[config.mk]
export PLATFORM = sky130hd
export DESIGN_NAME = nvp_protect_regs
export DESIGN_NICKNAME = d
export VERILOG_FILES = /design/src/nvp_pkg.sv /design/src/nvp_protect_regs.sv
export SDC_FILE = /design/constraint.sdc
export NUM_CORES = 1
export LEC_CHECK = 0
export BUFFER_PORTS_ARGS = -buffer_cell sky130_fd_sc_hd__buf_2
export CORE_ASPECT_RATIO = 2
export CORE_MARGIN = 2
export CORE_UTILIZATION = 34
export DETAILED_ROUTE_END_ITERATION = 7
export PLACE_DENSITY_LB_ADDON = 0.3
export SETUP_SLACK_MARGIN = 0.4
export SLEW_MARGIN = 20
export SYNTH_ARGS = -nofsm -noshare
export SYNTH_HDL_FRONTEND = slang
export SYNTH_SLANG_ARGS = --single-unit
[constraint.sdc]
create_clock -name core_clk -period 2.3 [get_ports core_clk]
set_input_delay 0.23 -clock core_clk [delete_from_list [all_inputs] [get_ports core_clk]]
set_output_delay 0.23 -clock core_clk [all_outputs]
set_load 0.03 [all_outputs]
[src/nvp_pkg.sv]
package nvp_pkg;

  // register indices; byte address on APB is four times the index
  localparam logic [23:0] IDX_CODE_PROTECT = 24'h30_0008;
  localparam logic [23:0] IDX_READ_GUARD   = 24'h30_000a;
  localparam logic [23:0] IDX_REVISION     = 24'h3f_fffc;
  localparam logic [23:0] IDX_PART_ID      = 24'h3f_fffe;

  localparam int IDX_W  = 24;
  localparam int ADDR_W = 32;
  localparam int DATA_W = 32;
  localparam int WORD_W = 16;

  // code protect word fields
  localparam int PROT_PROG_BIT = 0;
  localparam int PROT_DATA_BIT = 1;
  localparam logic [1:0] PROT_RESET = 2'h3;

  // table read guard word fields
  localparam int GUARD_BOOT_BIT = 9;
  localparam int NUM_BLOCKS     = 4;
  localparam logic [15:0] GUARD_RESET = 16'h020f;
  localparam logic [15:0] GUARD_MASK  = 16'h020f;

  // revision word fields
  localparam int REV_FAM_LSB = 12;
  localparam int REV_MAJ_LSB = 6;
  localparam int REV_MIN_LSB = 0;
  localparam int FAM_W       = 4;
  localparam int REV_W       = 6;

  // memory regions seen by table reads
  typedef enum logic [2:0] {
    NVP_REG_BOOT,
    NVP_REG_BLK0,
    NVP_REG_BLK1,
    NVP_REG_BLK2,
    NVP_REG_BLK3,
    NVP_REG_OTHER
  } nvp_region_t;

  // memory space seen by the programming interface
  typedef enum logic {
    NVP_SPACE_PROGRAM,
    NVP_SPACE_DATA
  } nvp_space_t;

  typedef struct packed {
    logic        valid;
    nvp_region_t source;
    nvp_region_t target;
  } nvp_tblrd_req_t;

  typedef struct packed {
    logic       valid;
    nvp_space_t space;
  } nvp_ext_req_t;

  typedef struct packed {
    logic grant;
    logic deny;
  } nvp_resp_t;

endpackage

[src/nvp_protect_regs.sv]
// Overview of operation
// - data memory code protection is active while the data protect bit is 0 and off while it is 1.
// - program memory code protection is active while the program protect bit is 0 and off while it is 1.
// - a boot guard bit of 0 blocks table reads of the boot block issued from other blocks; 1 allows them.
// - each of the four numbered blocks blocks table reads from other blocks while its guard bit is 0.
// - the part identity word reads a fixed 16-bit value that fills the whole word.
// - the top four bits of the revision word always read the fixed family constant and cannot be written.
// - the middle six bits of the revision word give the major revision number.
// - the lowest six bits of the revision word give the read-only minor revision number.
//
// The APB register port was decided locally.
`timescale 1ns/1ps
`default_nettype none

module nvp_protect_regs #(
  parameter logic [15:0] PART_ID   = 16'h1234, // arbitrary value
  parameter logic [3:0]  FAMILY    = 4'h5,     // arbitrary value
  parameter logic [5:0]  MAJOR_REV = 6'h01,    // arbitrary value
  parameter logic [5:0]  MINOR_REV = 6'h02     // arbitrary value
) (
  input  wire logic                         core_clk,        // 200 MHz clock
  input  wire logic                         rst,             // sync reset, high
  input  wire logic [nvp_pkg::ADDR_W-1:0]   paddr,           // apb address
  input  wire logic                         psel,            // apb select
  input  wire logic                         penable,         // apb enable
  input  wire logic                         pwrite,          // apb direction
  input  wire logic [nvp_pkg::DATA_W-1:0]   pwdata,          // apb write data
  input  wire logic [3:0]                   pstrb,           // apb byte strobes
  output logic      [nvp_pkg::DATA_W-1:0]   prdata,          // apb read data
  output logic                              pready,          // apb ready
  output logic                              pslverr,         // apb error
  input  wire logic [1:0]                   nvm_code_cfg,    // stored protect bits
  input  var  nvp_pkg::nvp_tblrd_req_t      tblrd_req,       // table read request
  output nvp_pkg::nvp_resp_t                tblrd_resp,      // table read verdict
  input  var  nvp_pkg::nvp_ext_req_t        ext_req,         // external read request
  output nvp_pkg::nvp_resp_t                ext_resp,        // external read verdict
  output logic                              data_protect_on, // data memory guarded
  output logic                              prog_protect_on, // program memory guarded
  output logic                              boot_guard_on,   // boot block read guard
  output logic      [nvp_pkg::NUM_BLOCKS-1:0] block_guard_on // block read guards
);

  // guard bit that covers a region; regions outside the table are open
  function automatic logic guard_bit(input logic [15:0] word, input nvp_pkg::nvp_region_t reg_id);
    logic g;
    g = 1'b1;
    case (reg_id)
      nvp_pkg::NVP_REG_BOOT: g = word[nvp_pkg::GUARD_BOOT_BIT];
      nvp_pkg::NVP_REG_BLK0: g = word[0];
      nvp_pkg::NVP_REG_BLK1: g = word[1];
      nvp_pkg::NVP_REG_BLK2: g = word[2];
      nvp_pkg::NVP_REG_BLK3: g = word[3];
      default:               g = 1'b1;
    endcase
    return g;
  endfunction

  // byte address of a register index; upper address bits must be zero
  function automatic logic hit(input logic [nvp_pkg::ADDR_W-1:0] a, input logic [23:0] idx);
    logic [nvp_pkg::ADDR_W-1:0] byte_addr;
    byte_addr = {6'h00, idx, 2'h0};
    return a == byte_addr;
  endfunction

  logic [1:0]  code_protect;
  logic [1:0]  next_code_protect;
  logic [15:0] read_guard;
  logic [15:0] next_read_guard;
  logic [15:0] revision_word;
  logic [15:0] part_word;
  logic [15:0] guard_wdata;

  logic [nvp_pkg::DATA_W-1:0] next_prdata;
  logic                       next_pslverr;
  nvp_pkg::nvp_resp_t         next_tblrd_resp;
  nvp_pkg::nvp_resp_t         next_ext_resp;

  logic setup;
  logic access;
  logic sel_prot;
  logic sel_guard;
  logic sel_rev;
  logic sel_part;
  logic mapped;
  logic wr_guard;

  // field view of the stored and fixed words
  logic                           data_mem_protect_n;
  logic                           program_mem_protect_n;
  logic                           boot_read_guard_n;
  logic [nvp_pkg::NUM_BLOCKS-1:0] block_read_guard_n;
  logic [nvp_pkg::FAM_W-1:0]      family_field;
  logic [nvp_pkg::REV_W-1:0]      major_revision_field;
  logic [nvp_pkg::REV_W-1:0]      minor_revision_field;
  logic [nvp_pkg::WORD_W-1:0]     part_identity_field;

  // identity words are pure constants: no storage, nothing to corrupt
  assign family_field         = FAMILY;
  assign major_revision_field = MAJOR_REV;
  assign minor_revision_field = MINOR_REV;
  assign part_identity_field  = PART_ID;
  assign revision_word        = {family_field, major_revision_field, minor_revision_field};
  assign part_word            = part_identity_field;

  assign setup     = psel && !penable;
  assign access    = psel && penable;
  // only the four aligned word addresses decode; anything else answers with an error
  assign sel_prot  = hit(paddr, nvp_pkg::IDX_CODE_PROTECT);
  assign sel_guard = hit(paddr, nvp_pkg::IDX_READ_GUARD);
  assign sel_rev   = hit(paddr, nvp_pkg::IDX_REVISION);
  assign sel_part  = hit(paddr, nvp_pkg::IDX_PART_ID);
  assign mapped    = sel_prot || sel_guard || sel_rev || sel_part;
  assign wr_guard  = access && pwrite && sel_guard;

  // zero wait state: every access completes in its first access cycle
  assign pready = 1'b1;

  // code protect word follows the stored nvm bits; software cannot write it
  always_comb
  begin
    next_code_protect = nvm_code_cfg;
  end

  // a change of the stored bits reaches the guards one clock later
  always_ff @(posedge core_clk)
  begin
    if (rst)
    begin
      code_protect <= nvp_pkg::PROT_RESET;
    end
    else
    begin
      code_protect <= next_code_protect;
    end
  end

  assign data_mem_protect_n    = code_protect[nvp_pkg::PROT_DATA_BIT];
  assign program_mem_protect_n = code_protect[nvp_pkg::PROT_PROG_BIT];
  assign data_protect_on       = !data_mem_protect_n;
  assign prog_protect_on       = !program_mem_protect_n;

  // byte lanes merged so a partial write keeps the other lane;
  // the upper two strobes have no lane to steer and are ignored
  genvar li;
  generate
    for (li = 0; li < nvp_pkg::WORD_W / 8; li++)
    begin : g_lane
      assign guard_wdata[li*8 +: 8] = pstrb[li] ? pwdata[li*8 +: 8] : read_guard[li*8 +: 8];
    end
  endgenerate

  // reserved bits are masked off so they always read 0
  always_comb
  begin
    next_read_guard = read_guard;
    if (wr_guard)
    begin
      next_read_guard = guard_wdata & nvp_pkg::GUARD_MASK;
    end
  end

  always_ff @(posedge core_clk)
  begin
    if (rst)
    begin
      read_guard <= nvp_pkg::GUARD_RESET;
    end
    else
    begin
      read_guard <= next_read_guard;
    end
  end

  assign boot_read_guard_n  = read_guard[nvp_pkg::GUARD_BOOT_BIT];
  assign block_read_guard_n = read_guard[nvp_pkg::NUM_BLOCKS-1:0];
  assign boot_guard_on      = !boot_read_guard_n;

  genvar gi;
  generate
    for (gi = 0; gi < nvp_pkg::NUM_BLOCKS; gi++)
    begin : g_blk
      assign block_guard_on[gi] = !block_read_guard_n[gi];
    end
  endgenerate

  // apb read path; the upper half of the read data is always 0
  // data captured in setup so it stands stable through the access cycle
  always_comb
  begin
    next_prdata  = prdata;
    next_pslverr = 1'b0;
    if (setup)
    begin
      next_prdata = '0;
      if (!pwrite)
      begin
        if (sel_prot)
        begin
          next_prdata[1:0] = code_protect;
        end
        else if (sel_guard)
        begin
          next_prdata[15:0] = read_guard;
        end
        else if (sel_rev)
        begin
          next_prdata[15:0] = revision_word;
        end
        else if (sel_part)
        begin
          next_prdata[15:0] = part_word;
        end
      end
      next_pslverr = !mapped;
    end
    else if (access)
    begin
      next_pslverr = pslverr;
    end
  end

  // writes to read-only words fall through with no effect and no error
  always_ff @(posedge core_clk)
  begin
    if (rst)
    begin
      prdata  <= '0;
      pslverr <= 1'b0;
    end
    else
    begin
      prdata  <= next_prdata;
      pslverr <= next_pslverr;
    end
  end

  // table read gate
  // reads within the same block are never guarded
  always_comb
  begin
    next_tblrd_resp = '0;
    if (tblrd_req.valid)
    begin
      if (tblrd_req.source == tblrd_req.target || guard_bit(read_guard, tblrd_req.target))
      begin
        next_tblrd_resp.grant = 1'b1;
      end
      else
      begin
        next_tblrd_resp.deny = 1'b1;
      end
    end
  end

  always_ff @(posedge core_clk)
  begin
    if (rst)
    begin
      tblrd_resp <= '0;
    end
    else
    begin
      tblrd_resp <= next_tblrd_resp;
    end
  end

  // external read gate; the verdict is registered and stays up for as many cycles as the request is held
  always_comb
  begin
    next_ext_resp = '0;
    if (ext_req.valid)
    begin
      case (ext_req.space)
        nvp_pkg::NVP_SPACE_DATA:
        begin
          next_ext_resp.deny  = data_protect_on;
          next_ext_resp.grant = !data_protect_on;
        end
        nvp_pkg::NVP_SPACE_PROGRAM:
        begin
          next_ext_resp.deny  = prog_protect_on;
          next_ext_resp.grant = !prog_protect_on;
        end
        default:
        begin
          next_ext_resp.deny = 1'b1;
        end
      endcase
    end
  end

  always_ff @(posedge core_clk)
  begin
    if (rst)
    begin
      ext_resp <= '0;
    end
    else
    begin
      ext_resp <= next_ext_resp;
    end
  end

endmodule

`default_nettype wire

==> results.toml, run 1 <==
[cts]
cts_buffer_depth = 2
ctsResizeCount = 0
ctsHoldBuffers = 0
numCtsBuffers = 3
htree_levels = 1
post-cts-setup-buffers = 0
root_buffer = "clkbuf_8"
cts.sinks = 20
clk_pin_slew_ps = 70
cts_tree = "done"
clkLatencyLatePin_ps = 250

[sta]
period_needed_ps = 1750
finalHoldViolCount = 0
fin_setup_tns_ps = 0
fin_crit_sh_pct = 76.0
skew_ps = 3.56
final_max_slew_viol_count = 0
fmax_ghz = 0.572
finalSetupViolCount = 0
rsz0062_at_grt = "no"

[floorplanning]
num_rows = 30
die_h_um = 87.5
initial_core_util_pct = 35.1
die_area_mm2 = 0.00400
boundaryPins = 129
core_area_mm2 = 0.00338
die_width_um = 45.7

[synthesis]
synth-edff-count = 0
syn-cell-area_mm2 = 0.00118
muxShareOfSynthArea_pct = 3.59
syn_area_per_cell_um2 = 8.29
synth_top_family_by_area = "simple AND/OR/NAND/NOR gates"
post_synth_xor_area_fraction_pct = 2.22
ys_types = 36
yosysTopAreaCell = "dfxtp_1"
yosysSeqAreaShare_pct = 33.8
yosysMostFrequentCell = "buf_4"
async_reset_ff_share_pct = 0
syn_inst = 143
netlist_top_cells_count = "25 x buf_4, 20 x dfxtp_1, 10 x nor2_1"
synth-compound-area-share_pct = 13.1
yosys_register_bits = 20
yosys-top-cells-area = "dfxtp_1 34%, buf_4 16%, or3_1 3.7%"
yosys.area_share.simple_pct = 26.9
ys_warn_count = 0
yosysTopAreaCellShare_pct = 33.8
ys.flop_type = "dfxtp_1"
synthAdderAreaFrac_pct = 0

[setup_path]
cp.arrival_ps = 1930
timing.rr.start = "read_guard[0]$_SDFFE_PP1P_"
crit_start = "paddr[27]"
cp_max_fo = 8
worstSetupPathType = "input pin to flop"
crit_required_ps = 2480
crit_slowest_cell = "or3_1"
cp_common_cell = "or3_1"
cp-end-kind = "flop"
path_cells = "buf_2 -> nor4b_1 -> nand4_1 -> or3_1 -> or3_1 -> a21oi_1"
start_kind = "input pin"
worst_path_largest_cell_delay_ps = 480

[finish]
synthToLayoutAreaGrowth_pct = 30.5
antenna_cells = 0
num-nets-final = 302
drive_gt1_share_pct = 39.2
finish.utilization_pct = 45.8

[power]
max-vdd-ir-drop_v = 0.000297
p_int_uw = 553
switching_share_pct = 27.2
power.density_mw_per_mm2 = 491
combPwrFrac_pct = 19.7
switchingPower_uw = 206
clockPowerShare_pct = 33.7
p_seq_share_pct = 46.5
power.total_uw = 760
static-leakage-power_uw = 0.000813

[drt]
num_vias = 1216
ant_nets = 0
drt_iter0_drc = 23
wirelength_um = 2880
drc = 0
routedWlPerCell_um = 11.6
drt_first_pass_iters = 4
viasPerCell = 4.88

[worst_hold_path]
hold_path_class = "input pin to flop"
min_from = "nvm_code_cfg[0]"

[global_route]
grt_first_pass_wirelength_um = 4350
overflow = 0
grt_antenna_before_repair = 0
track_usage_pct = 14.4
grt_pass1_vias = 1093
grt_max_degree = 14

[place]
gp_congestion = 0.710
dp_hpwl_um = 2540
portBuffers = 76

[status]
status = "finished clean"

[run]
cap_violations = 0
power by group through the flow:
stage                     logic [uW]  clock network [uW]  registers (uW)
after CTS                        151                 261             354
final                            150                 256             354
after floorplan                  110                   0             368
after global routing             164                 283             354
after detailed placement         150                   0             362
after global placement           149                   0             362
registers in the layout, summed over array words and instances, names as in the netlist:
register,count
code_protect,2
pslverr,1
ext_resp,2
prdata,8
tblrd_resp,2
read_guard,5
metal layers:
layer / share of wire, % / track usage (%)
met2: 57 / 28.2
met3: 8.7 / 2.28
met1: 34 / 14.5
met5: 0 / 0
met4: 0.73 / 3.90
through the flow:
| step | hold WS [ps] | cell area [um^2] | setup slack (ps) | cells |
|---|---|---|---|---|
| 2_1_floorplan | 334 | 1260 | 588 | 164 |
| 3_3_place_gp | 420 | 1490 | 306 | 245 |
| 3_5_place_dp | 418 | 1490 | 253 | 245 |
| 4_1_cts | 160 | 1550 | 495 | 249 |
| 5_1_grt | 151 | 1550 | 433 | 249 |
| 6_report | 162 | 1550 | 552 | 249 |
kinds of logic after synthesis:
logic type / Yosys count
other: 2
multiplexers: 3
buffers and inverters: 37
XOR/XNOR: 3
AO/OA/AOI/OAI: 21
flip-flops: 20
AND/OR/NAND/NOR: 57
worst paths after layout:
kind | endpoint | slack, ps | cells after the start
max | prdata[0]$_SDFFE_PP0P_ | 550 | 6
min | code_protect[0]$_SDFF_PP1_ | 160 | 2
max reg2reg | tblrd_resp[0]$_SDFF_PP0_ | 1050 | 4
min reg2reg | prdata[0]$_SDFFE_PP0P_ | 450 | 2
layout make-up:
class	count	area [um^2]
Inverter	9	33.8
Fill cell	375	1830
Timing Repair Buffer	77	388
Multi-Input combinational cell	107	629
Clock buffer	4	55.1
Tap cell	32	40.0
Sequential cell	20	400
cells in the final DEF (no fill, tap or decap):
cell type  instances
or2_2              2
mux2i_1            2
o32a_1             1
mux4_2             1
nand2_1            9
a2bb2oi_1          2
clkbuf_8           4
nor3_1             3
o21ai_0            5
or3_1              7
nor4b_1            4
nor3b_1            2
nor2_1            10
nor2b_1            1
o31a_2             1
xor2_1             3
a21oi_1            2
and2_1             1
a211oi_1           1
and3_1             3
a2111oi_0          1
a32o_1             1
nand2b_1           1
nor4_1             4
inv_1              9
conb_1            23
nand4b_1           1
nand3_1            3
and4_1             1
buf_2             76
nand4_1            5
buf_4              1
dfxtp_1           20
a22o_1             2
o211ai_1           4
o311ai_0           1
critical path: cells and delay by family:
kind / cells / cell delay (ps)
AND/OR/NAND/NOR: 4 / 1460
buffers and inverters: 1 / 100
AO/OA/AOI/OAI: 1 / 140
(Power assumes the default switching activity.)
==> run 2: changes to the inputs <==
- ABC_AREA: unset -> 1
- clock period: 2.3 -> 1.4 ns (I/O delays scaled with it)
==> run 2 against run 1 <==
  * Synthesized cell count is 66% higher
  * Worst hold slack worse by 110 ps
  * Worst setup slack worse by 170 ps
  * Via count is 32% higher
  * Sequential power is 64% higher
  * Register-to-register slack worse by 660 ps
  * Count of clock-buffer cells in the layout stayed put
  * Final area is 48% higher
  * Non-clock buffer count is 3 higher
  * Critical path type unchanged
  * Highest routed layer unchanged
==> results.toml, run 2 <==
[power]
switchingPower_uw = 446
p_seq_share_pct = 40.7
power.density_mw_per_mm2 = 622
power.total_uw = 1420
combPwrFrac_pct = 27.7
max-vdd-ir-drop_v = 0.000575
static-leakage-power_uw = 0.00114
clockPowerShare_pct = 31.6
switching_share_pct = 31.4
p_int_uw = 976

[synthesis]
yosys_register_bits = 20
ys_warn_count = 0
syn_inst = 238
yosysSeqAreaShare_pct = 27.0
async_reset_ff_share_pct = 0
ys_types = 31
syn_area_per_cell_um2 = 6.23
yosysTopAreaCell = "dfxtp_1"
yosysTopAreaCellShare_pct = 27.0
syn-cell-area_mm2 = 0.00148
ys.flop_type = "dfxtp_1"
netlist_top_cells_count = "57 x nand2_1, 39 x nor2_1, 25 x buf_4"
yosysMostFrequentCell = "nand2_1"
synth-edff-count = 0
yosys-top-cells-area = "dfxtp_1 27%, nand2_1 14%, buf_4 13%"

[floorplanning]
num_rows = 34
boundaryPins = 129
die_h_um = 97.4
core_area_mm2 = 0.00425
die_area_mm2 = 0.00494
die_width_um = 50.7
initial_core_util_pct = 34.9

[global_route]
grt_antenna_before_repair = 0
track_usage_pct = 14.4
grt_first_pass_wirelength_um = 5710
grt_pass1_vias = 1461
overflow = 0
grt_max_degree = 14

[setup_path]
cp.arrival_ps = 1170
reg2reg_slack_ps = 390
cp_top_family = "simple AND/OR/NAND/NOR gates"
path_cells = "buf_2 -> nor2_2 -> nand2_2 -> nor2_4 -> nand3_2 -> nor2_4 -> nand3_2 -> a21oi_2 -> o21ai_1"
worst_path_largest_cell_delay_ps = 170
path_buf_inv = 1
crit_slowest_cell = "nor2_4"
cp_max_fo = 3
start_kind = "input pin"
cp-end-kind = "flop"
crit_required_ps = 1550
worstSetupPathType = "input pin to flop"

[place]
dp_hpwl_um = 2970
gp_congestion = 0.819
portBuffers = 76

[drt]
viasPerCell = 4.34
dr_wl_met3_um = 220
highest_layer = "met4"
wl_met2_um = 2270
drc = 0
wirelength_um = 3950
drt_first_pass_iters = 4
ant_nets = 0
drt_iter0_drc = 19
num_vias = 1611
wl_met1_um = 1380
routedWlPerCell_um = 10.6

[finish]
drive_gt1_share_pct = 51.7
top_register = "prdata"
num-nets-final = 402
synthToLayoutAreaGrowth_pct = 54.0
layout_common_cells = "52 x buf_2, 44 x nand2_1, 23 x conb_1, 22 x nor2_4, 21 x nor2_1"
largest_reg_flops = 8
fillers = 441
reg.largest.list = "prdata: 8 flops, read_guard: 5 flops"
mostFrequentLayoutCell = "buf_2"
antenna_cells = 0

[sta]
fmax_ghz = 0.985
fin_crit_sh_pct = 72.5
rsz0062_at_grt = "yes"
skew_ps = 3.71
finalSetupViolCount = 0
fin_setup_tns_ps = 0
finalHoldViolCount = 0
final_max_slew_viol_count = 0
period_needed_ps = 1010

[cts]
cts.sinks = 20
htree_levels = 1
numCtsBuffers = 3
cts_buffer_depth = 2
root_buffer = "clkbuf_8"
cts_tree = "done"
clkLatencyLatePin_ps = 260
clk_pin_slew_ps = 80

[status]
status = "finished clean"

[run]
cap_violations = 0

[worst_hold_path]
hold_path_class = "input pin to flop"
[run 2: cell count changes after synthesis, moves of 4 or more]
cell      previous run  this run
or3_1                7         0
a21oi_1              2         8
nor2_1              10        39
nor4_1               4         0
inv_2                0         5
nor2_2               0         7
o211ai_1             4         0
nor4b_1              4         0
nand3_1              3        20
nand2_1              9        57
inv_1                9        24
[run 2: kinds of logic (layout without fill, tap and decap cells)]
kind of cell / count (synthesis) / in the layout / synth area share [%]
compound gates: 15 / 15 / 5.65
xor+xnor: 3 / 3 / 1.77
buf+inv: 58 / 116 / 21.3
flops: 20 / 20 / 27.0
other cells: 2 / 23 / 0.506
simple gates: 140 / 140 / 43.8
[run 2: path summary, 6_finish.rpt]
path,start,end,cells past startpoint
hold / removal,nvm_code_cfg[0],code_protect[0]$_SDFF_PP1_,2
hold reg to reg,prdata[0]$_SDFFE_PP0P_,prdata[0]$_SDFFE_PP0P_,2
setup / recovery,paddr[17],read_guard[9]$_SDFFE_PP1P_,9
setup reg to reg,read_guard[1]$_SDFFE_PP1P_,tblrd_resp[0]$_SDFF_PP0_,6
[run 2: area by class of cell]
cell class / count / area [um^2] / share of cell area (%)
Sequential cell: 20 / 410 / 18.0
Tap cell: 54 / 67.6 / 2.96
Inverter: 32 / 130 / 5.70
Multi-Input combinational cell: 181 / 1080 / 47.1
Timing Repair Buffer: 80 / 546 / 23.9
Clock buffer: 4 / 55.1 / 2.41
[run 2: power by group through the flow]
stage / Sequential [uW] / Combinational, uW / Clock (uW)
2_1_floorplan: 607 / 227 / 0
6_report: 579 / 393 / 450
3_3_place_gp: 594 / 303 / 0
3_5_place_dp: 594 / 310 / 0
4_1_cts: 580 / 315 / 458
5_1_grt: 580 / 425 / 479
[run 2: per-layer routing]
layer | vias to the layer above | track usage, %
li1 | 839 | -
met1 | 702 | 15.7
met2 | 61 | 26.9
met3 | 9 | 2.15
met4 | 0 | 4.78
met5 | - | 0
[run 2: what timing repair did]
action,in CTS,in global routing
pin swaps,3,28
buffers inserted,1,3
hold buffers,0,0
gates resized for setup,11,92
setup endpoints to repair,9,22
[run 2: stage by stage]
stage               utilization (%)  worst slack (ps)  hold slack [ps]  instances  area (um^2)
floorplan                         -               344              244        259         1620
global placement               44.0               122              327        363         1870
detailed placement             44.0              79.7              326        363         1870
CTS                            46.1               385             51.3        368         1960
global route                   53.7               286             50.5        371         2280
finish                         53.7               385             51.0        371         2280
==> run 3: changes to the inputs <==
- clock period: 1.4 -> 0.86 ns (I/O delays scaled with it)
==> run 3 against run 2 <==
  * The flow now finishes with violations (setup timing)
  * Critical path depth is 3 higher
  * Flip-flop and latch count stayed put
  * Wire length is 1.3% lower
  * Die area stayed put
  * Non-clock buffer count is 23 higher
  * First-iteration DRC count is 53% lower
  * Register-to-register slack worse by 490 ps
  * Via count is 5.7% higher
  * Global-route usage is 1.6 points higher
  * Utilization is 8.8 points higher
==> results.toml, run 3 (same netlist as run 2, synthesis figures left out) <==
[status]
status = "complete, but fails checks"
violations = "setup timing"

[finish]
num-nets-final = 425
largest_reg_flops = 8
fillers = 384
mostFrequentLayoutCell = "buf_6"
reg.largest.list = "prdata: 8 flops, read_guard: 5 flops"
seqCellArea_um2 = 460
layout_common_cells = "43 x buf_6, 41 x nand2_1, 39 x buf_2, 23 x nor2_1, 23 x conb_1"
multiInputGateArea_mm2 = 0.00109
finish.utilization_pct = 62.5
drive_gt1_share_pct = 62.4
synthToLayoutAreaGrowth_pct = 79.3
stdcell_count = 394
top_register = "prdata"
antenna_cells = 0

[setup_path]
crit_start = "paddr[21]"
crit_required_ps = 990
timing.rr.start = "read_guard[1]$_SDFFE_PP1P_"
cp_top_family = "simple AND/OR/NAND/NOR gates"
reg2regPathDepth = 6
path_cells = "buf_2 -> nor2_2 -> nand2_1 -> nor2_4 -> buf_4 -> nand2_8 -> inv_8 -> nand2_4 -> clkinv_4 -> nand3_4 -> nand2_1 -> nand3_1"
crit_slowest_cell = "buf_4"
path_buf_inv = 4
cp.arrival_ps = 1120
r2r_end = "tblrd_resp[0]$_SDFF_PP0_"
worstSetupPathType = "input pin to flop"
reg2reg_slack_ps = -100
cp-end-kind = "flop"
worst_path_largest_cell_delay_ps = 140
start_kind = "input pin"
cp_max_fo = 5
cp_common_cell = "nand2_1"

[sta]
finalSetupViolCount = 22
finalHoldViolCount = 0
skew_ps = 4.60
fin_crit_sh_pct = 114
period_needed_ps = 984
rsz0062_at_grt = "yes"
fmax_ghz = 1.02
worst_slack_ps = -124
final_max_slew_viol_count = 0

[floorplanning]
die_h_um = 97.4
boundaryPins = 129
die_area_mm2 = 0.00494
die_width_um = 50.7
num_rows = 34
initial_core_util_pct = 34.9
core_area_mm2 = 0.00425

[worst_hold_path]
hold_path_class = "input pin to flop"
min_from = "nvm_code_cfg[1]"
holdPathEnd = "code_protect[1]$_SDFF_PP1_"
min_path_cells = 2

[cts]
clk_pin_slew_ps = 70
htree_levels = 1
cts.sinks = 20
root_buffer = "clkbuf_8"
clkLatencyLatePin_ps = 250
cts_buffer_depth = 2
numCtsBuffers = 3
cts_tree = "done"

[power]
clockPowerShare_pct = 30.5
switching_share_pct = 30.1
power.density_mw_per_mm2 = 854
p_seq_share_pct = 40.3
static-leakage-power_uw = 0.00126
p_int_uw = 1590
switchingPower_uw = 683
max-vdd-ir-drop_v = 0.000888
combPwrFrac_pct = 29.3

[global_route]
grt_pass1_vias = 1613
overflow = 0
grt_antenna_before_repair = 0
track_usage_pct = 16.0
grt_max_degree = 12
grt_first_pass_wirelength_um = 6490

[drt]
drc = 0
drt_iter0_drc = 9
viasPerCell = 4.32
ant_nets = 0
wirelength_um = 3900
num_vias = 1703
routedWlPerCell_um = 9.89
drt_first_pass_iters = 4

[place]
dp_hpwl_um = 3110
portBuffers = 76
gp_congestion = 0.787
place_inst = 380

[run]
cap_violations = 0
## run 3: cell count changes in the layout (fill, tap and decap cells not counted), moves of 3 or more
cell and delta:
buf_6 +25, dfxtp_1 -14, buf_2 -13, dfxtp_4 +13
buf_4 +12, nor2_4 -8, nor2_2 +6, inv_4 +4
nand3_2 +4, inv_1 -3, inv_2 -3, nand2_1 -3
nand3_1 -3
## run 3: layout make-up
class / instances / share of cell area (%)
multi-input cells: 181 / 40.9
repair buffers: 103 / 31.5
flip-flops and latches: 20 / 17.3
inverters: 32 / 5.74
well taps: 54 / 2.54
clock buffers: 4 / 2.07
## run 3: worst max path at each step
stage / to / slack (ps) / depth (start not counted)
3_3_place_gp: prdata[6]$_SDFFE_PP0P_ / -340 / 9
4_1_cts: tblrd_resp[0]$_SDFF_PP0_ / -130 / 6
5_1_grt: read_guard[1]$_SDFFE_PP1P_ / -220 / 13
3_5_place_dp: prdata[6]$_SDFFE_PP0P_ / -380 / 9
2_1_floorplan: read_guard[9]$_SDFFE_PP1P_ / -140 / 8
6_report: read_guard[3]$_SDFFE_PP1P_ / -120 / 12
## run 3: timing repair
| action | in CTS | in global routing |
|---|---|---|
| endpoints found under the setup margin | 40 | 40 |
| buffers inserted | 5 | 5 |
| pin swaps | 25 | 15 |
| resized for setup | 99 | 23 |
| hold buffers | 0 | 0 |
| hold endpoints to repair | 0 | 0 |
## run 3: power groups by stage
| stage | clock network, uW | registers [uW] | logic (uW) |
|---|---|---|---|
| 6_report | 692 | 915 | 664 |
| 5_1_grt | 772 | 916 | 717 |
| 4_1_cts | 715 | 915 | 645 |
| 3_5_place_dp | 0 | 937 | 550 |
| 3_3_place_gp | 0 | 937 | 541 |
| 2_1_floorplan | 0 | 959 | 377 |
## run 3: per-layer routing
metal / vias up / track usage (%) / part of all wire (%)
li1: 889 / - / -
met1: 754 / 19.5 / 38
met2: 60 / 29.8 / 56
met3: 0 / 1.69 / 6.0
met4: 0 / 2.49 / 0
met5: - / 0 / 0
## run 3: through the flow
stage          setup WS [ps]  setup TNS (ps)  total power (uW)  hold WS (ps)  area, um^2
4_1_cts                 -129           -1080              2270          19.4        2540
2_1_floorplan           -141           -1520              1340           195        1700
3_3_place_gp            -337           -4480              1480           282        2080
5_1_grt                 -224           -3520              2410          11.7        2660
3_5_place_dp            -376           -4930              1490           285        2080
6_report                -124           -1850              2270          19.7        2660
